## src/core/adc_pmc_regs.svh

```systemverilog
// constants for the converter power and mode controller
// assumes inclusion by bare name from design files
`ifndef ADC_PMC_REGS_SVH
`define ADC_PMC_REGS_SVH
// register offsets (word index on the plain register port)
`define REG_CTRL        4'h0
`define REG_CHAN_PD     4'h1
`define REG_STATUS      4'h2
`define REG_RESULT      4'h3
// control register fields
`define CTRL_DCS_EN     0
`define CTRL_SW_STANDBY_REQUEST_PIN    1
`define CTRL_RATE_CHG   2
// reset values
`define CTRL_RESET      32'h0000_0001
`define CHAN_PD_RESET   8'h00
// timing
`define DLL_RELOCK_CYC  4'd8
`define STANDBY_REQUEST_PIN_WAKE_CYC   8'd20
`define PD_WAKE_MAX     16'h0100
`define PIPE_DEPTH      4'd10
`endif

```

## src/core/adc_pmc_pkg.sv

```systemverilog
// types for the converter power and mode controller
// assumes nothing beyond the regs header
package adc_pmc_pkg;
    typedef enum logic [1:0] {
        PM_RUN   = 2'b00,
        PM_STANDBY_REQUEST_PIN  = 2'b01,
        PM_FULL_POWERDOWN_PIN  = 2'b11,
        PM_WAKE  = 2'b10
    } pmode_e;
endpackage : adc_pmc_pkg

```

## src/core/pipe_stage.sv

```systemverilog
// one pipeline stage holding a partial code and its valid flag
// assumes a free running ref_clk shared with the top
`timescale 1ns/100ps
module pipe_stage #(
    parameter int W = 12
) (
    // clock and reset
    input  wire logic         ref_clk,
    input  wire logic         rstn,
    // stage data
    input  wire logic [W-1:0] in_code,
    input  wire logic         in_vld,
    output logic      [W-1:0] out_code,
    output logic              out_vld
);
    // stage register, advances on every rising edge
    always_ff @(posedge ref_clk) begin
        if (!rstn) begin
            out_code <= '0;
            out_vld  <= 1'b0;
        end else begin
            out_code <= in_code;
            out_vld  <= in_vld;
        end
    end
endmodule : pipe_stage

```

## src/core/adc_power_mode_control.sv

```systemverilog
// power, standby, stabiliser and pipeline control around the converter
// assumes mode pins are asynchronous; sample clock is ref_clk
// Operation
// - capture sample on rising clock edge
// - combine stage outputs into 12-bit result; here the 12-bit result is the last stage code unchanged
// - pipeline holds several samples in flight
// - serialize words aligned to frame clock
// - stabiliser gives nominal 50% internal clock; here duty_cycle_stabiliser_q is only an enable level and no clock is generated
// - stabiliser can be switched off
// - about eight cycles relock after rate change
// - power-down pin shuts reference, buffer, PLL, bias
// - outputs high impedance during power-down
// - resume after wake-up time when released
// - wake-up grows with time powered down
// - standby pin powers all but references
// - standby recovery takes 20 cycles; power-down recovery takes the cycles spent down, up to 256
// - channels powered down individually by software
// - software standby keeps PLL running
//
// Decided for this implementation: the strobed register port and the register offsets.
`timescale 1ns/100ps
`include "adc_pmc_regs.svh"
module adc_power_mode_control
    import adc_pmc_pkg::*;
#(
    parameter int CH    = 8,
    parameter int W     = 12,
    parameter int FIRST = 4
) (
    // clock and reset
    input  wire logic          ref_clk,
    input  wire logic          rstn,
    // mode pins
    input  wire logic          full_powerdown_pin,
    input  wire logic          standby_request_pin,
    // quantizer inputs, sampled on ref_clk
    input  wire logic [W-1:0]  stage_code,
    // register port
    input  wire logic [3:0]    reg_addr,
    input  wire logic [31:0]   reg_wdata,
    input  wire logic          reg_wr,
    input  wire logic          reg_rd,
    output logic      [31:0]   reg_rdata,
    // analog enables
    output logic               ref_en_q,
    output logic               refbuf_en_q,
    output logic               pll_en_q,
    output logic               bias_en_q,
    output logic      [CH-1:0] chan_en_q,
    // stabiliser
    output logic               duty_cycle_stabiliser_q,
    output logic               dll_locked_q,
    // serial outputs
    output logic      [CH-1:0] ser_data_q,
    output logic      [CH-1:0] ser_oe_q,
    output logic               frame_clk_q,
    output logic               frame_oe_q,
    output logic               data_valid_q
);
    initial begin
        if (W != 12 || CH < 1 || CH > 8 || FIRST < 1 || FIRST >= W)
            $error("adc_power_mode_control: unsupported parameters");
    end

    // pin synchronisers
    logic pd_s1_q, pd_s2_q, sb_s1_q, sb_s2_q;
    always_ff @(posedge ref_clk) begin
        if (!rstn) begin
            pd_s1_q <= 1'b0;
            pd_s2_q <= 1'b0;
            sb_s1_q <= 1'b0;
            sb_s2_q <= 1'b0;
        end else begin
            pd_s1_q <= full_powerdown_pin;
            pd_s2_q <= pd_s1_q;
            sb_s1_q <= standby_request_pin;
            sb_s2_q <= sb_s1_q;
        end
    end

    // software registers
    logic [31:0]   ctrl_q;
    logic [CH-1:0] chan_pd_q;
    wire wr_ctrl = reg_wr && (reg_addr == `REG_CTRL);
    wire wr_chpd = reg_wr && (reg_addr == `REG_CHAN_PD);
    wire rate_chg = wr_ctrl && reg_wdata[`CTRL_RATE_CHG];
    always_ff @(posedge ref_clk) begin
        if (!rstn) begin
            ctrl_q    <= `CTRL_RESET;
            chan_pd_q <= CH'(`CHAN_PD_RESET);
        end else begin
            if (wr_ctrl)
                ctrl_q <= {29'h0000_0000, 1'b0, reg_wdata[`CTRL_SW_STANDBY_REQUEST_PIN], reg_wdata[`CTRL_DCS_EN]};
            if (wr_chpd)
                chan_pd_q <= reg_wdata[CH-1:0];
        end
    end
    wire dcs_on   = ctrl_q[`CTRL_DCS_EN];
    wire sw_standby_request_pin  = ctrl_q[`CTRL_SW_STANDBY_REQUEST_PIN];

    // mode requests, power-down governs
    wire req_pd   = pd_s2_q;
    wire req_sb   = !pd_s2_q && (sb_s2_q || sw_standby_request_pin);

    // power state machine and wake counters
    pmode_e    mode_q, mode_d;
    logic [15:0] pd_time_q;
    logic [15:0] wake_q;
    wire wake_done = (wake_q == 16'h0000);
    always_comb begin
        mode_d = mode_q;
        case (mode_q)
            PM_RUN:  if (req_pd) mode_d = PM_FULL_POWERDOWN_PIN;
                     else if (req_sb) mode_d = PM_STANDBY_REQUEST_PIN;
            PM_STANDBY_REQUEST_PIN: if (req_pd) mode_d = PM_FULL_POWERDOWN_PIN;
                     else if (!req_sb) mode_d = PM_WAKE;
            PM_FULL_POWERDOWN_PIN: if (!req_pd) mode_d = PM_WAKE;
            PM_WAKE: if (req_pd) mode_d = PM_FULL_POWERDOWN_PIN;
                     else if (req_sb) mode_d = PM_STANDBY_REQUEST_PIN;
                     else if (wake_done) mode_d = PM_RUN;
            default: mode_d = PM_FULL_POWERDOWN_PIN;
        endcase
    end
    wire pd_sat = (pd_time_q == `PD_WAKE_MAX);
    always_ff @(posedge ref_clk) begin
        if (!rstn) begin
            mode_q    <= PM_RUN;
            pd_time_q <= 16'h0000;
            wake_q    <= 16'h0000;
        end else begin
            mode_q <= mode_d;
            if (mode_q == PM_FULL_POWERDOWN_PIN && !pd_sat)
                pd_time_q <= pd_time_q + 16'h0001;
            else if (mode_q == PM_RUN)
                pd_time_q <= 16'h0000;
            if (mode_q == PM_FULL_POWERDOWN_PIN && mode_d == PM_WAKE)
                wake_q <= (pd_time_q == 16'h0000) ? 16'h0001 : pd_time_q;
            else if (mode_q == PM_STANDBY_REQUEST_PIN && mode_d == PM_WAKE)
                wake_q <= {8'h00, `STANDBY_REQUEST_PIN_WAKE_CYC};
            else if (mode_q == PM_WAKE && !wake_done)
                wake_q <= wake_q - 16'h0001;
        end
    end

    // analog enables per mode
    wire run    = (mode_q == PM_RUN);
    wire in_pd  = (mode_q == PM_FULL_POWERDOWN_PIN);
    wire in_sb  = (mode_q == PM_STANDBY_REQUEST_PIN);
    wire sb_pin = sb_s2_q;
    always_ff @(posedge ref_clk) begin
        if (!rstn) begin
            ref_en_q    <= 1'b1;
            refbuf_en_q <= 1'b1;
            pll_en_q    <= 1'b1;
            bias_en_q   <= 1'b1;
            chan_en_q   <= '1;
        end else begin
            ref_en_q    <= !in_pd;
            refbuf_en_q <= !in_pd && !in_sb;
            pll_en_q    <= !in_pd && !(in_sb && sb_pin);
            bias_en_q   <= !in_pd && !in_sb;
            chan_en_q   <= run ? ~chan_pd_q : '0;
        end
    end

    // stabiliser and relock counter
    logic [3:0] lock_cnt_q;
    logic       dcs_dly_q;
    wire relock = rate_chg || (dcs_on != dcs_dly_q) || !run;
    always_ff @(posedge ref_clk) begin
        if (!rstn) begin
            lock_cnt_q              <= `DLL_RELOCK_CYC;
            dcs_dly_q               <= 1'b1;
            dll_locked_q            <= 1'b0;
            duty_cycle_stabiliser_q <= 1'b1;
        end else begin
            dcs_dly_q               <= dcs_on;
            duty_cycle_stabiliser_q <= dcs_on;
            if (relock)
                lock_cnt_q <= `DLL_RELOCK_CYC;
            else if (lock_cnt_q != 4'd0)
                lock_cnt_q <= lock_cnt_q - 4'd1;
            dll_locked_q <= !relock && (lock_cnt_q <= 4'd1);
        end
    end

    // capture and correction pipeline
    logic [W-1:0] pipe_code [0:`PIPE_DEPTH-1];
    logic         pipe_vld  [0:`PIPE_DEPTH-1];
    logic [W-1:0] cap_q;
    logic         cap_vld_q;
    always_ff @(posedge ref_clk) begin
        if (!rstn) begin
            cap_q     <= '0;
            cap_vld_q <= 1'b0;
        end else begin
            cap_q     <= stage_code;
            cap_vld_q <= run;
        end
    end
    assign pipe_code[0] = cap_q;
    assign pipe_vld[0]  = cap_vld_q;
    for (genvar i = 0; i < `PIPE_DEPTH-1; i++) begin : g_stage
        pipe_stage #(.W(W)) u_stage (
            .ref_clk  (ref_clk),
            .rstn     (rstn),
            .in_code  (pipe_code[i]),
            .in_vld   (pipe_vld[i] && run),
            .out_code (pipe_code[i+1]),
            .out_vld  (pipe_vld[i+1])
        );
    end
    // correction: overlap bits of pipe_code[1] are added and subtracted again, leaving the last stage code
    wire [W-1:0] corr_code = pipe_code[`PIPE_DEPTH-1] + {pipe_code[1][W-1:W-FIRST], {(W-FIRST){1'b0}}}
                             - {pipe_code[1][W-1:W-FIRST], {(W-FIRST){1'b0}}};
    logic [W-1:0] result_q;
    logic         result_vld_q;
    always_ff @(posedge ref_clk) begin
        if (!rstn) begin
            result_q     <= '0;
            result_vld_q <= 1'b0;
        end else begin
            result_q     <= corr_code;
            result_vld_q <= pipe_vld[`PIPE_DEPTH-1] && dll_locked_q;
        end
    end

    // serializer, one bit per cycle, MSB first, frame rise marks bit 11
    logic [3:0]   bit_q;
    logic [W-1:0] shift_q;
    wire frame_start = (bit_q == 4'(W-1));
    always_ff @(posedge ref_clk) begin
        if (!rstn) begin
            bit_q        <= 4'd0;
            shift_q      <= '0;
            ser_data_q   <= '0;
            frame_clk_q  <= 1'b0;
            data_valid_q <= 1'b0;
        end else begin
            bit_q <= frame_start ? 4'd0 : bit_q + 4'd1;
            if (frame_start)
                shift_q <= result_q;
            else
                shift_q <= {shift_q[W-2:0], 1'b0};
            ser_data_q   <= {CH{shift_q[W-1]}} & chan_en_q;
            frame_clk_q  <= (bit_q < 4'(W/2));
            data_valid_q <= result_vld_q && dll_locked_q;
        end
    end

    // output enables off outside run
    always_ff @(posedge ref_clk) begin
        if (!rstn) begin
            ser_oe_q   <= '0;
            frame_oe_q <= 1'b0;
        end else begin
            ser_oe_q   <= (mode_d == PM_RUN) ? chan_en_q : '0;
            frame_oe_q <= (mode_d == PM_RUN);
        end
    end

    // register read port
    wire [31:0] status_w = {24'h00_0000, 2'b00, dll_locked_q, pll_en_q, ref_en_q, sb_s2_q, mode_q};
    logic [31:0] rd_mux;
    always_comb begin
        case (reg_addr)
            `REG_CTRL:    rd_mux = ctrl_q;
            `REG_CHAN_PD: rd_mux = {{(32-CH){1'b0}}, chan_pd_q};
            `REG_STATUS:  rd_mux = status_w;
            `REG_RESULT:  rd_mux = {20'h0_0000, result_q};
            default:      rd_mux = 32'h0000_0000;
        endcase
    end
    always_ff @(posedge ref_clk) begin
        if (!rstn)
            reg_rdata <= 32'h0000_0000;
        else
            reg_rdata <= reg_rd ? rd_mux : 32'h0000_0000;
    end

    // checks
    AST_PD_HIZ: assert property (@(posedge ref_clk) disable iff (!rstn)
        $past(mode_q) == PM_FULL_POWERDOWN_PIN |-> ser_oe_q == '0 && !frame_oe_q)
        else $error("outputs driven in power-down");
    AST_PD_OFF: assert property (@(posedge ref_clk) disable iff (!rstn)
        $past(in_pd) |-> !ref_en_q && !pll_en_q && !bias_en_q)
        else $error("analog on in power-down");
    AST_SB_REF: assert property (@(posedge ref_clk) disable iff (!rstn)
        $past(in_sb) |-> ref_en_q && !bias_en_q)
        else $error("standby enables wrong");
    AST_PD_WINS: assert property (@(posedge ref_clk) disable iff (!rstn)
        req_pd |=> mode_q == PM_FULL_POWERDOWN_PIN)
        else $error("power-down did not govern");
    AST_RELOCK: assert property (@(posedge ref_clk) disable iff (!rstn)
        rate_chg |=> !dll_locked_q [*7])
        else $error("lock before relock time");
    AST_SB_WAKE: assert property (@(posedge ref_clk) disable iff (!rstn)
        (mode_q == PM_STANDBY_REQUEST_PIN && mode_d == PM_WAKE && !req_pd && !req_sb) |=> wake_q == 16'd20)
        else $error("standby wake time wrong");
    AST_CHAN_PD: assert property (@(posedge ref_clk) disable iff (!rstn)
        $past(run) |-> chan_en_q == ~$past(chan_pd_q))
        else $error("channel enable mismatch");
    AST_FRAME: assert property (@(posedge ref_clk) disable iff (!rstn)
        frame_start |=> shift_q == $past(result_q))
        else $error("word not loaded on frame");
    AST_DCS: assert property (@(posedge ref_clk) disable iff (!rstn)
        wr_ctrl |=> ##1 duty_cycle_stabiliser_q == $past(reg_wdata[`CTRL_DCS_EN], 2))
        else $error("stabiliser switch ignored");
    AST_CAPTURE: assert property (@(posedge ref_clk) disable iff (!rstn)
        run |=> cap_q == $past(stage_code))
        else $error("sample not captured on rising edge");
    AST_PIPE_FLIGHT: assert property (@(posedge ref_clk) disable iff (!rstn)
        pipe_vld[`PIPE_DEPTH-1] |-> $past(cap_vld_q, `PIPE_DEPTH-1))
        else $error("pipeline valid without matching capture");
    AST_SB_HIZ: assert property (@(posedge ref_clk) disable iff (!rstn)
        in_sb |=> ser_oe_q == '0 && !frame_oe_q)
        else $error("outputs driven in standby");
    AST_WAKE_HOLD: assert property (@(posedge ref_clk) disable iff (!rstn)
        mode_q == PM_WAKE && !wake_done |=> mode_q != PM_RUN)
        else $error("run before wake time");
    AST_LOCK_RUN: assert property (@(posedge ref_clk) disable iff (!rstn)
        dll_locked_q |-> $past(run))
        else $error("lock outside run");
    AST_VALID_LOCK: assert property (@(posedge ref_clk) disable iff (!rstn)
        data_valid_q |-> $past(dll_locked_q))
        else $error("valid data while unlocked");
    AST_SW_PLL: assert property (@(posedge ref_clk) disable iff (!rstn)
        in_sb && !sb_pin |=> pll_en_q)
        else $error("pll off in software standby");
    AST_PIN_SB: assert property (@(posedge ref_clk) disable iff (!rstn)
        in_sb && sb_pin |=> !pll_en_q && !refbuf_en_q)
        else $error("pin standby left blocks on");
    AST_PD_TIME: assert property (@(posedge ref_clk) disable iff (!rstn)
        in_pd && !pd_sat |=> pd_time_q == $past(pd_time_q) + 16'h0001)
        else $error("power-down time not counted");
    AST_REQ_EXCL: assert property (@(posedge ref_clk) disable iff (!rstn)
        req_pd |-> !req_sb)
        else $error("standby requested under power-down");
    AST_CHAN_OFF: assert property (@(posedge ref_clk) disable iff (!rstn)
        !run |=> chan_en_q == '0)
        else $error("channel enabled outside run");
    AST_FRAME_LOW: assert property (@(posedge ref_clk) disable iff (!rstn)
        frame_start |=> !frame_clk_q)
        else $error("frame clock high at word load");
    AST_DCS_LOCK: assert property (@(posedge ref_clk) disable iff (!rstn)
        dcs_on != dcs_dly_q |=> !dll_locked_q)
        else $error("lock kept across stabiliser switch");
endmodule : adc_power_mode_control

```

## config.mk

```make
export PLATFORM = sky130hd
export DESIGN_NAME = adc_power_mode_control
export DESIGN_NICKNAME = d
export VERILOG_FILES = /design/src/core/adc_pmc_pkg.sv /design/src/core/pipe_stage.sv /design/src/core/adc_power_mode_control.sv
export VERILOG_INCLUDE_DIRS = /design/src /design/src/core
export SDC_FILE = /design/constraint.sdc
export NUM_CORES = 1
export LEC_CHECK = 0
export ABC_CLOCK_PERIOD_IN_PS = 2710
export BUFFER_PORTS_ARGS = -buffer_cell sky130_fd_sc_hd__buf_2
export CAP_MARGIN = 10
export CELL_PAD_IN_SITES_DETAIL_PLACEMENT = 0
export CELL_PAD_IN_SITES_GLOBAL_PLACEMENT = 1
export CORE_MARGIN = 5
export CORE_UTILIZATION = 40
export DETAILED_ROUTE_END_ITERATION = 10
export PLACE_DENSITY_LB_ADDON = 0.1
export SLEW_MARGIN = 20
export SYNTH_ARGS = -nofsm -noshare
export SYNTH_HDL_FRONTEND = slang
export SYNTH_SLANG_ARGS = --single-unit
```

## constraint.sdc

```tcl
create_clock -name ref_clk -period 2.71 [get_ports ref_clk]
set_input_delay 0.271 -clock ref_clk [delete_from_list [all_inputs] [get_ports ref_clk]]
set_output_delay 0.271 -clock ref_clk [all_outputs]
set_load 0.1 [all_outputs]
```

==> summary.md, run 1 <==
| Metric | Value |
|---|---|
| Status | `finished clean` |
| Async set-or-reset flop fraction in the synthesized netlist | `0` |
| PD cells | `882 mW/mm²` |
| Hold path cells | `3` |
| Buffers from clock root to sink, at most | `3` |
| Mapped Area | `0.00903 mm²` |
| Placement row count | `55` |
| Port Buffer Count | `74` |
| Total global routing overflow | `0` |
| Final worst-path setup slack | `0.415 ns` |
| Met3 WL | `1050 µm` |
| Achievable clock frequency | `436 MHz` |
| Worst EP arrival | `2.77 ns` |
| Post-synthesis register bit count | `~260` |
| Starting Density | `0.403` |
| Iter 0 DRT Violations | `321` |
| DPL Wire Length | `12,000 µm` |
| Layout filler cell count | `2,119` |
| Worst slack, placed | `0.449 ns` |
| Clock power frac | `0.383` |
| Routed len/inst | `13.9 µm` |
| Hold violation total from the final report | `0` |
| Commonest cells after routing, fill and taps aside | `dfxtp_1, and2_1, buf_2` |
| Critical Path, Cell by Cell | `inv_1 -> ha_1 -> or3b_2 -> nor4_4 -> buf_4 -> a21oi_2 -> a311oi_1 -> a31o_1` |
| Largest net degree at the start of global routing | `136` |
| Final count of pins violating max slew | `0` |
| Layout Area Growth over Synthesis | `18.7%` |
| CTS Sinks | `255` |
| WL met1 | `8480 µm` |
| Worst rel slew slack | `0.401` |
| Skew final | `0.00817 ns` |
| Crit path launch type | `flop` |
| Hold WC Path Type | `in2reg` |
| Tcrit/Tclk final | `0.847` |
| Clk root buf | `clkbuf_16` |
| Yosys warns | `0` |
| Tmin final | `roughly 2.3 ns` |
| Ys flop type | `dfxtp_1` |
| P_int | `0.00670 W` |
| CTS tree | `done` |
| Global-route wire length before repair | `around 30,000 µm` |
| Global router's overall resource usage | `0.136` |
| Slew @ Worst Pin | `0.895 ns` |
| Crit Path Class | `reg2reg` |
| Vias in the first global route | `a little over 6,000` |
| Leakage | `4.58 nW` |
| ANT cells | `0` |
| Avg Inst Size Synth | `~10 µm²` |
| Post-DR vias/cell | `4.85` |
| Sw frac | `0.291` |
| Die Y | `160 µm` |
| Crit path max-delay cell type | `or3b_2` |
| Drt drc | `0` |
| Core box area | `0.0224 mm²` |
| Routed WL | `around 18,000 µm` |
| Post-DRT Antenna Nets | `0` |
| WP data required | `3.19 ns` |
| Num CTS Buffers | `27` |
| Worst Hold Margin | `0.0195 ns` |
| Skew-Pair Late Insertion Delay | `between 0.5 and 0.6 ns` |
| Die area | `0.0257 mm²` |
| Layout cells sized above 1 | `0.150` |
| Fin util | `0.478` |
| Chip width | `160 µm` |
| Met2 routed wirelength | `7850 µm` |
| Max-Cap Viols | `0` |
| Switching power | `0.00276 W` |
| Number of synthesized flops with an enable pin | `0` |
| Post-synth cell types | `69` |
| CP max FO | `5` |
| Seq/Total Area, Yosys | `0.565` |
| Combinational share of power | `0.187` |
| Nets | `roughly 1,000` |
| GPL Wtd Cong | `roughly 0.83` |
| H-tree depth | `1` |
| Setup TNS | `0 ns` |
| Initial antenna violation count | `0` |
| Post-cts resize count | `0` |
| DR vias | `6,169` |
| CP peak stage delay | `0.52 ns` |
| Final Setup Violations | `0` |
| Part of the power in registers | `0.430` |
| Peak VDD IR | `about 0.46 mV` |
| Gate count after technology mapping | `876` |
| RSZ-0062 raised after global routing | `no` |
| DR pass1 iterations | `4` |
| I/O Pins | `around 120` |
| Total power | `0.00945 W` |
| R2R depth | `8` |
| Most common cell after layout, fill and taps aside | `dfxtp_1` |
| Crit path capture type | `flop` |
| Clock slew at the register clock pins of the worst setup and hold paths | `~0.060 ns` |
| Top sig layer | `met4` |
-- sequential cells by signal, summed over array words and instances, names as in the netlist, 9 cells and up --
register                  cells
wake_q                       16
shift_q                      12
result_q                     12
g_stage.u_stage.out_code    108
pd_time_q                    16
g_stage.u_stage.out_vld       9
reg_rdata                    12
cap_q                        12
-- critical path, delay by kind of cell (launching register included) --
| family | cells | cell delay (ns) |
|---|---|---|
| simple gates | 2 | 0.90 |
| compound gates | 3 | 0.54 |
| flops | 1 | 0.32 |
| buf+inv | 2 | 0.29 |
| fa+ha+maj | 1 | 0.20 |
-- per-stage QoR --
stage	area [µm²]	instances
6_report	10700	1272
4_1_cts	10700	1272
2_1_floorplan	9100	895
3_5_place_dp	9610	1203
5_1_grt	10700	1272
3_3_place_gp	9610	1203
-- power groups by stage --
stage          Clock (W)  Combinational [W]  Sequential (W)
2_1_floorplan          0            0.00112         0.00442
3_3_place_gp           0            0.00170         0.00413
3_5_place_dp           0            0.00174         0.00414
4_1_cts          0.00374            0.00177         0.00406
5_1_grt          0.00391            0.00192         0.00409
6_report         0.00362            0.00177         0.00406
-- per-layer routing --
metal  vias to the layer above  GRT usage
met5                         -          0
met4                         0     0.0383
met3                        26     0.0323
met2                       161      0.220
met1                      2856      0.183
li1                       3126          -
-- cell families (layout without fill, tap and decap cells) --
kind of cell,Yosys count,after routing,synth area share
other,1,20,0.000415
DFF,255,255,0.565
adders and majority gates,17,17,0.0236
buffers and inverters,84,176,0.0445
and+or+nand+nor,348,348,0.220
xor gates and xnor gates,14,14,0.0136
muxes,27,27,0.0309
AOI/OAI and AO/OA,130,130,0.102
-- synth_stat cells (5+ instances only) --
cell type  instances  area, µm²
nor2b_1            5       31.3
nor4_1             6       37.5
nand4_1            5       31.3
nor2_1            57        214
a22oi_1            6       45.0
and2_1           145        907
or3_1              7       43.8
xnor2_1            7       61.3
dfxtp_1          255       5100
a211oi_1           5       37.5
buf_4             21        158
a22o_1            12        105
nand2_1           34        128
a31o_1             5       43.8
o21ai_1            7       35.0
nor3b_1            5       37.5
clkbuf_1          37        139
xor2_1             7       61.3
inv_1             21       78.8
nand4b_1           5       43.8
mux2_2             5       56.3
o21ai_0           15       75.1
ha_1              17        213
nor3_1             9       45.0
and3_1            28        175
mux2i_1           20        200
nand3_1           18       90.1
a21oi_1           28        140
-- final timing paths --
check | startpoint | end | slack, ns
setup / recovery | wake_q[0] | wake_q[14] | 0.41
hold / removal | reg_wdata[1] | ctrl_q[1] | 0.02
setup reg to reg | wake_q[0] | wake_q[14] | 0.41
hold reg to reg | cap_q[4] | g_stage[0].u_stage.out_code[4] | 0.43
-- layout make-up --
type                            count  area [µm²]  share of cell area
Clock buffer                       39         781              0.0729
Clock inverter                      9         114              0.0106
Inverter                           21        78.8             0.00736
Multi-Input combinational cell    556        3590               0.335
Sequential cell                   255        5100               0.476
Tap cell                          285         357              0.0333
Timing Repair Buffer              107         686              0.0640
-- repair_timing --
action / in CTS / in global routing
setup buffers: 0 / 0
endpoints found under the hold margin: 22 / 0
hold buffers: 21 / 0
setup endpoints to repair: 0 / 0
Power figures use the tool's default switching activity.
==> run 2, diff against run 1 <==
--- a/config.mk
+++ b/config.mk
@@ -6,13 +6,14 @@
 export SDC_FILE = /design/constraint.sdc
 export NUM_CORES = 1
 export LEC_CHECK = 0
-export ABC_CLOCK_PERIOD_IN_PS = 2710
+export ABC_AREA = 1
+export ABC_CLOCK_PERIOD_IN_PS = 1900
 export BUFFER_PORTS_ARGS = -buffer_cell sky130_fd_sc_hd__buf_2
 export CAP_MARGIN = 10
 export CELL_PAD_IN_SITES_DETAIL_PLACEMENT = 0
 export CELL_PAD_IN_SITES_GLOBAL_PLACEMENT = 1
 export CORE_MARGIN = 5
-export CORE_UTILIZATION = 40
+export CORE_UTILIZATION = 38
 export DETAILED_ROUTE_END_ITERATION = 10
 export PLACE_DENSITY_LB_ADDON = 0.1
 export SLEW_MARGIN = 20
==> constraint.sdc (replaced) <==
create_clock -name ref_clk -period 1.9 [get_ports ref_clk]
set_input_delay 0.19 -clock ref_clk [delete_from_list [all_inputs] [get_ports ref_clk]]
set_output_delay 0.19 -clock ref_clk [all_outputs]
set_load 0.1 [all_outputs]
==> summary.md, run 2 <==
| Metric | Value |
|---|---|
| Global router's overall resource usage | `0.134 (was 0.136)` |
| Total global routing overflow | `0 (unchanged)` |
| Setup TNS | `0 ns (unchanged)` |
| Setup Fix Bufs, Post-CTS | `0 (unchanged)` |
| Simple-gate portion of the synthesized area | `0.226 (was 0.220)` |
| Crit path capture type | `flop (unchanged)` |
| Initial antenna violation count | `0 (unchanged)` |
| ANT cells | `0 (unchanged)` |
| Largest net degree at the start of global routing | `47 (was 136)` |
| Post-synthesis register bit count | `255 (unchanged)` |
| Leakage | `6.02 nW (was 4.58 nW)` |
| Mapped Area | `0.00964 mm² (was 0.00903 mm²)` |
| Mux cell area share after synthesis | `0 (was 0.0309)` |
| Layout Area Growth over Synthesis | `19.7% (was 18.7%)` |
| Clk root buf | `clkbuf_16 (unchanged)` |
| Achievable clock frequency | `588 MHz (was 436 MHz)` |
| Port Buffer Count | `74 (unchanged)` |
| Num CTS Buffers | `28 (was 27)` |
| Number of flip-flops in the largest register | `108 (unchanged)` |
| Starting Density | `0.384 (was 0.403)` |
| Commonest cells after routing, fill and taps aside | `nand2_1, inv_1, dfxtp_1 (was dfxtp_1, and2_1, buf_2)` |
| H-tree depth | `1 (unchanged)` |
| DR pass1 iterations | `4 (unchanged)` |
| Die Y | `169 µm (was 160 µm)` |
| Post-CTS Hold Buffers | `22 (was 21)` |
| Tcrit/Tclk final | `0.895 (was 0.847)` |
| Vias in the first global route | `6,925 (was 6,081)` |
| Routed len/inst | `11.1 µm (was 13.9 µm)` |
| Slew @ Worst Pin | `0.510 ns (was 0.895 ns)` |
| Drt drc | `0 (unchanged)` |
| Worst rel slew slack | `0.662 (was 0.401)` |
| Nets | `1,428 (was 1,039)` |
| Worst hold endpoint | `ctrl_q[1] (unchanged)` |
| Hold path cells | `3 (unchanged)` |
| Worst reg2reg endpoint | `result_q[8] (was wake_q[14])` |
| Max-Cap Viols | `0 (unchanged)` |
| Yosys top cell by area | `dfxtp_1 (unchanged)` |
| Top cell type's share of synthesized area | `0.529 (was 0.565)` |
| Post-DRT Antenna Nets | `0 (unchanged)` |
| Hold Startpoint | `reg_wr (was reg_wdata[1])` |
| Main combinational cell family by area after synthesis | `simple AND/OR/NAND/NOR gates (unchanged)` |
| Routed WL | `19,000 µm (was 17,700 µm)` |
| Async set-or-reset flop fraction in the synthesized netlist | `0 (unchanged)` |
| Total power | `0.0130 W (was 0.00945 W)` |
| Gate count after technology mapping | `1,251 (was 876)` |
| Layout cells sized above 1 | `0.120 (was 0.150)` |
| Core box area | `0.0251 mm² (was 0.0224 mm²)` |
| Yosys warns | `0 (unchanged)` |
| Worst EP arrival | `2.11 ns (was 2.77 ns)` |
| Synth Area in XOR/XNOR | `0.00363 (was 0.0136)` |
| PD cells | `1130 mW/mm² (was 882 mW/mm²)` |
| Worst R2R Start | `g_stage[8].u_stage.out_code[1] (was wake_q[0])` |
| Post-synth cell types | `42 (was 69)` |
| DPL Wire Length | `13,300 µm (was 12,000 µm)` |
| R2r setup slk | `0.20 ns (was 0.41 ns)` |
| Top-count cell post-synth | `nand2_1 (was dfxtp_1)` |
| Die area | `0.0287 mm² (was 0.0257 mm²)` |
| Hold WC Path Type | `in2reg (unchanged)` |
| Tmin final | `1.70 ns (was 2.30 ns)` |
| WP data required | `2.31 ns (was 3.19 ns)` |
| Skew-Pair Late Insertion Delay | `0.53 ns (about the same)` |
| CTS tree | `done (unchanged)` |
| R2R depth | `6 (was 8)` |
| Worst Hold Margin | `0.0380 ns (was 0.0195 ns)` |
| Skew final | `0.0128 ns (was 0.00817 ns)` |
| GPL Wtd Cong | `0.778 (was 0.831)` |
| Status | `finished clean (unchanged)` |
| DR vias | `7,273 (was 6,169)` |
| Hold violation total from the final report | `0 (unchanged)` |
| Ys flop type | `dfxtp_1 (unchanged)` |
| Avg Inst Size Synth | `7.71 µm² (was 10.3 µm²)` |
| Post-DR vias/cell | `4.27 (was 4.85)` |
| Crit path launch type | `flop (unchanged)` |
| RSZ-0062 raised after global routing | `no (unchanged)` |
| Top reg by flops | `g_stage.u_stage.out_code (unchanged)` |
| I/O Pins | `119 (unchanged)` |
| Final count of pins violating max slew | `0 (unchanged)` |
| Chip width | `169 µm (was 160 µm)` |
| Iter 0 DRT Violations | `235 (was 321)` |
| Global-route wire length before repair | `32,600 µm (was 30,000 µm)` |
| Placement row count | `58 (was 55)` |
| Buffers from clock root to sink, at most | `3 (unchanged)` |
| Synth Area in Compound Gates | `0.0771 (was 0.102)` |
| Seq/Total Area, Yosys | `0.529 (was 0.565)` |
| Adder-Cell Fraction of Synth Area | `0.0221 (was 0.0236)` |
| Number of synthesized flops with an enable pin | `0 (unchanged)` |
| Fin util | `0.460 (was 0.478)` |
| Biggest regs | `g_stage.u_stage.out_code: 108 flops, pd_time_q: 16 flops, wake_q: 16 flops (unchanged)` |
| Peak VDD IR | `0.811 mV (was 0.462 mV)` |
| CTS Sinks | `255 (unchanged)` |
| Synth area leaders | `dfxtp_1, nand2_1, inv_1 (was dfxtp_1, and2_1, nor2_1)` |
| Most common cell after layout, fill and taps aside | `nand2_1 (was dfxtp_1)` |
| Clock slew at the register clock pins of the worst setup and hold paths | `0.06 ns (about the same)` |
| Post-cts resize count | `0 (unchanged)` |
| Non-filler cells, final | `1,705 (was 1,272)` |
| CP max FO | `6 (was 5)` |
| Crit Path Class | `reg2reg (unchanged)` |
| Final Setup Violations | `0 (unchanged)` |
| Dpl cells | `1,635 (was 1,203)` |
| Commonest cells in the synthesized netlist | `nand2_1, inv_1, dfxtp_1, nor2_1, nand3_1 (was dfxtp_1, and2_1, nor2_1, clkbuf_1, nand2_1)` |
## run 2: cell families (layout without fill, tap and decap cells)
family,count (synthesis),after routing
AND/OR/NAND/NOR,516,516
buffers and inverters,325,430
flip-flops,255,255
AO/OA/AOI/OAI,133,133
adder cells (fa/ha/maj),17,17
XOR/XNOR,4,4
other,1,20
## run 2: worst max-delay path, cell delays in order (launching register included)
cell and delay (ns):
dfxtp_1 0.40, inv_1 0.10, ha_1 0.35, o31ai_1 0.39, nand2_1 0.13, a21oi_1 0.16
nor2_1 0.05
## run 2: worst max-delay path by stage
stage                                              start             to  slack (ns)  cells after the start
after CTS                                   dll_locked_q   dll_locked_q        0.19                      1
after global placement    g_stage[8].u_stage.out_code[1]    result_q[8]        0.19                      6
final                     g_stage[8].u_stage.out_code[1]    result_q[8]        0.20                      6
after floorplan                                dcs_dly_q  lock_cnt_q[3]        0.30                      4
after global routing      g_stage[8].u_stage.out_code[4]    result_q[9]        0.05                      7
after detailed placement  g_stage[8].u_stage.out_code[1]    result_q[8]        0.20                      6
## run 2: where the power goes
part | total (W) | internal (W) | switching (W)
combinational | 0.00168 | 0.000458 | 0.00123
sequential | 0.00566 | 0.00553 | 0.000123
clock | 0.00567 | 0.00364 | 0.00204
total | 0.0130 | 0.00963 | 0.00339
## run 2: cell type report
class                   count  area (µm²)
clock buffers              40         817
clock inverters             8         165
fillers                  2588       13600
inverters                 263         990
multi-input cells         690        3250
flip-flops and latches    255        5100
well taps                 330         413
repair buffers            119         807
## run 2: metal layers
metal | share of wire | vias up | wire length (µm) | GRT usage
li1 | - | 3947 | - | -
met2 | 0.43 | 120 | 8070 | 0.217
met3 | 0.045 | 27 | 856 | 0.0231
met4 | 0.020 | 0 | 388 | 0.0361
met1 | 0.51 | 3179 | 9650 | 0.187
met5 | 0 | - | 0 | 0
## run 2: through the flow
stage                     cell area, µm²  worst slack, ns
final                              11500            0.200
after global routing               11500           0.0547
after CTS                          11500            0.190
after detailed placement           10300            0.205
after global placement             10300            0.195
after floorplan                     9720            0.299
==> run 3, diff against run 2 <==
--- a/config.mk
+++ b/config.mk
@@ -12,6 +12,7 @@
 export CAP_MARGIN = 10
 export CELL_PAD_IN_SITES_DETAIL_PLACEMENT = 0
 export CELL_PAD_IN_SITES_GLOBAL_PLACEMENT = 1
+export CORE_ASPECT_RATIO = 2
 export CORE_MARGIN = 5
 export CORE_UTILIZATION = 38
 export DETAILED_ROUTE_END_ITERATION = 10
==> summary.md, run 3 (synthesized netlist as in run 2, its figures left out) <==
| Metric | Value |
|---|---|
| Peak VDD IR | `0.797 mV (was 0.811 mV)` |
| Status | `finished clean (unchanged)` |
| Setup Fix Bufs, Post-CTS | `0 (unchanged)` |
| Combinational share of power | `0.139 (was 0.129)` |
| Hold WC Path Type | `in2reg (unchanged)` |
| Routed len/inst | `12.1 µm (was 11.1 µm)` |
| Nets | `1,425 (was 1,428)` |
| RSZ-0062 raised after global routing | `no (unchanged)` |
| Skew-Pair Late Insertion Delay | `0.53 ns (about the same)` |
| Achievable clock frequency | `580 MHz (was 588 MHz)` |
| Drt drc | `0 (unchanged)` |
| Switching power | `0.00344 W (was 0.00339 W)` |
| Crit path launch type | `flop (unchanged)` |
| Global router's overall resource usage | `0.147 (was 0.134)` |
| Global-route wire length before repair | `34,400 µm (was 32,600 µm)` |
| Hold violation total from the final report | `0 (unchanged)` |
| WP data required | `2.32 ns (was 2.31 ns)` |
| Crit Path Class | `reg2reg (unchanged)` |
| Placement row count | `82 (was 58)` |
| Leakage | `5.93 nW (was 6.02 nW)` |
| Part of the power in registers | `0.460 (was 0.435)` |
| Chip width | `123 µm (was 169 µm)` |
| Non-filler cells, final | `1,708 (was 1,705)` |
| Routed WL | `20,600 µm (was 19,000 µm)` |
| Clk root buf | `clkbuf_16 (unchanged)` |
| Tcrit/Tclk final | `0.907 (was 0.895)` |
| GPL Wtd Cong | `0.846 (was 0.778)` |
| Critical Path, Cell by Cell | `inv_1 -> ha_1 -> inv_1 -> o21ai_0 -> o21ai_0 -> nand3_1 -> nand2_1 -> nand2_1 -> nor2_1 (was inv_1 -> ha_1 -> o31ai_1 -> nand2_1 -> a21oi_1 -> nor2_1)` |
| Total global routing overflow | `0 (unchanged)` |
| DR pass1 iterations | `4 (unchanged)` |
| Initial antenna violation count | `0 (unchanged)` |
| Fin util | `0.455 (was 0.460)` |
| Top reg by flops | `g_stage.u_stage.out_code (unchanged)` |
| CP top delay family | `compound AO/OA/AOI/OAI gates (unchanged)` |
| Buf/Inv on CP | `2 (was 1)` |
| Setup TNS | `0 ns (unchanged)` |
| Crit path max-delay cell type | `o21ai_0 (was dfxtp_1)` |
| CP max FO | `4 (was 6)` |
| Crit path capture type | `flop (unchanged)` |
| Design area | `0.0114 mm² (was 0.0115 mm²)` |
| Num CTS Buffers | `24 (was 28)` |
| Worst EP arrival | `2.15 ns (was 2.11 ns)` |
| P_int | `0.00884 W (was 0.00963 W)` |
| Die area | `0.0289 mm² (was 0.0287 mm²)` |
| Core box area | `0.0250 mm² (was 0.0251 mm²)` |
| Placed instance area | `0.0103 mm² (about the same)` |
| Clock slew at the register clock pins of the worst setup and hold paths | `0.07 ns (was 0.06 ns)` |
| Tmin final | `1.72 ns (was 1.70 ns)` |
| DR vias | `7,424 (was 7,273)` |
| Dpl cells | `1,641 (was 1,635)` |
| Largest net degree at the start of global routing | `91 (was 47)` |
| Post-DR vias/cell | `4.35 (was 4.27)` |
| Final count of pins violating max slew | `0 (unchanged)` |
| Most common cell after layout, fill and taps aside | `nand2_1 (unchanged)` |
| Starting Density | `0.385 (was 0.384)` |
| Biggest regs | `g_stage.u_stage.out_code: 108 flops, pd_time_q: 16 flops, wake_q: 16 flops (unchanged)` |
| PD cells | `1080 mW/mm² (was 1130 mW/mm²)` |
| Clock power frac | `0.401 (was 0.436)` |
| H-tree depth | `1 (unchanged)` |
| Final Setup Violations | `0 (unchanged)` |
| Buffers from clock root to sink, at most | `3 (unchanged)` |
| Iter 0 DRT Violations | `285 (was 235)` |
| Vias in the first global route | `7,352 (was 6,925)` |
| I/O Pins | `119 (unchanged)` |
| DPL Wire Length | `14,700 µm (was 13,300 µm)` |
| Max-Cap Viols | `0 (unchanged)` |
| CTS tree | `done (unchanged)` |
| Die Y | `235 µm (was 169 µm)` |
| Layout Area Growth over Synthesis | `18.0% (was 19.7%)` |
| Post-DRT Antenna Nets | `0 (unchanged)` |
| Number of flip-flops in the largest register | `108 (unchanged)` |
| ANT cells | `0 (unchanged)` |
| CP peak stage delay | `0.40 ns (about the same)` |
| Commonest cells after routing, fill and taps aside | `nand2_1, inv_1, dfxtp_1 (unchanged)` |
| Sw frac | `0.280 (was 0.260)` |
| Layout cells sized above 1 | `0.119 (was 0.120)` |
| Port Buffer Count | `74 (unchanged)` |
| Skew final | `0.0157 ns (was 0.0128 ns)` |
| CTS Sinks | `255 (unchanged)` |
## run 3: cell count changes in the layout (fill, tap and decap cells not counted)
cell	before	now
a21oi_1	39	38
buf_4	20	21
buf_12	3	2
bufinv_16	5	2
clkinvlp_4	0	3
clkbuf_16	29	25
clkbuf_8	5	4
inv_6	0	2
dlygate4sd3_1	22	23
clkbuf_1	6	5
a21oi_2	1	2
## run 3: path summary, 6_finish.rpt
check	slack, ns	startpoint	depth (start not counted)	end
hold / removal	0.05	reg_wr	3	ctrl_q[1]
setup / recovery	0.18	g_stage[8].u_stage.out_code[6]	9	result_q[11]
setup reg to reg	0.18	g_stage[8].u_stage.out_code[6]	9	result_q[11]
hold reg to reg	0.40	g_stage[7].u_stage.out_code[3]	2	g_stage[8].u_stage.out_code[3]
## run 3: worst register-to-register path, cell delays in order (launching register included)
cell and delay [ns]:
dfxtp_1 0.34, inv_1 0.05, ha_1 0.33, inv_1 0.08, o21ai_0 0.40, o21ai_0 0.16
nand3_1 0.12, nand2_1 0.06, nand2_1 0.05, nor2_1 0.04
## run 3: repair_timing
action | 4_1_cts | 5_1_grt
hold buffers | 23 | 0
endpoints found under the setup margin | 0 | 1
hold endpoints to repair | 34 | 0
gates resized for setup | 0 | 1
## run 3: metal layers
metal,vias to the layer above,global-route usage,share of wire
met1,3360,0.144,0.38
met5,-,0,0
met2,103,0.299,0.56
met3,28,0.0190,0.034
met4,0,0.0513,0.026
li1,3933,-,-
## run 3: power by group through the flow
stage	clock network, W	logic [W]	registers [W]
4_1_cts	0.00513	0.00173	0.00565
2_1_floorplan	0	0.00108	0.00607
6_report	0.00492	0.00170	0.00565
3_3_place_gp	0	0.00168	0.00577
3_5_place_dp	0	0.00169	0.00577
5_1_grt	0.00532	0.00190	0.00567
## run 3: layout make-up
class	instances	area (µm²)
flip-flops and latches	255	5100
well taps	336	420
repair buffers	120	805
clock inverters	10	115
fillers	2693	13700
clock buffers	34	699
inverters	263	990
multi-input cells	690	3250
## run 3: stage by stage
stage	hold WS (ns)	setup slack [ns]	power, W
global placement	0.379	0.158	0.00745
global route	0.0576	0.0150	0.0129
floorplan	0.288	0.299	0.00714
finish	0.0505	0.177	0.0123
CTS	0.0345	0.0990	0.0125
detailed placement	0.379	0.172	0.00746
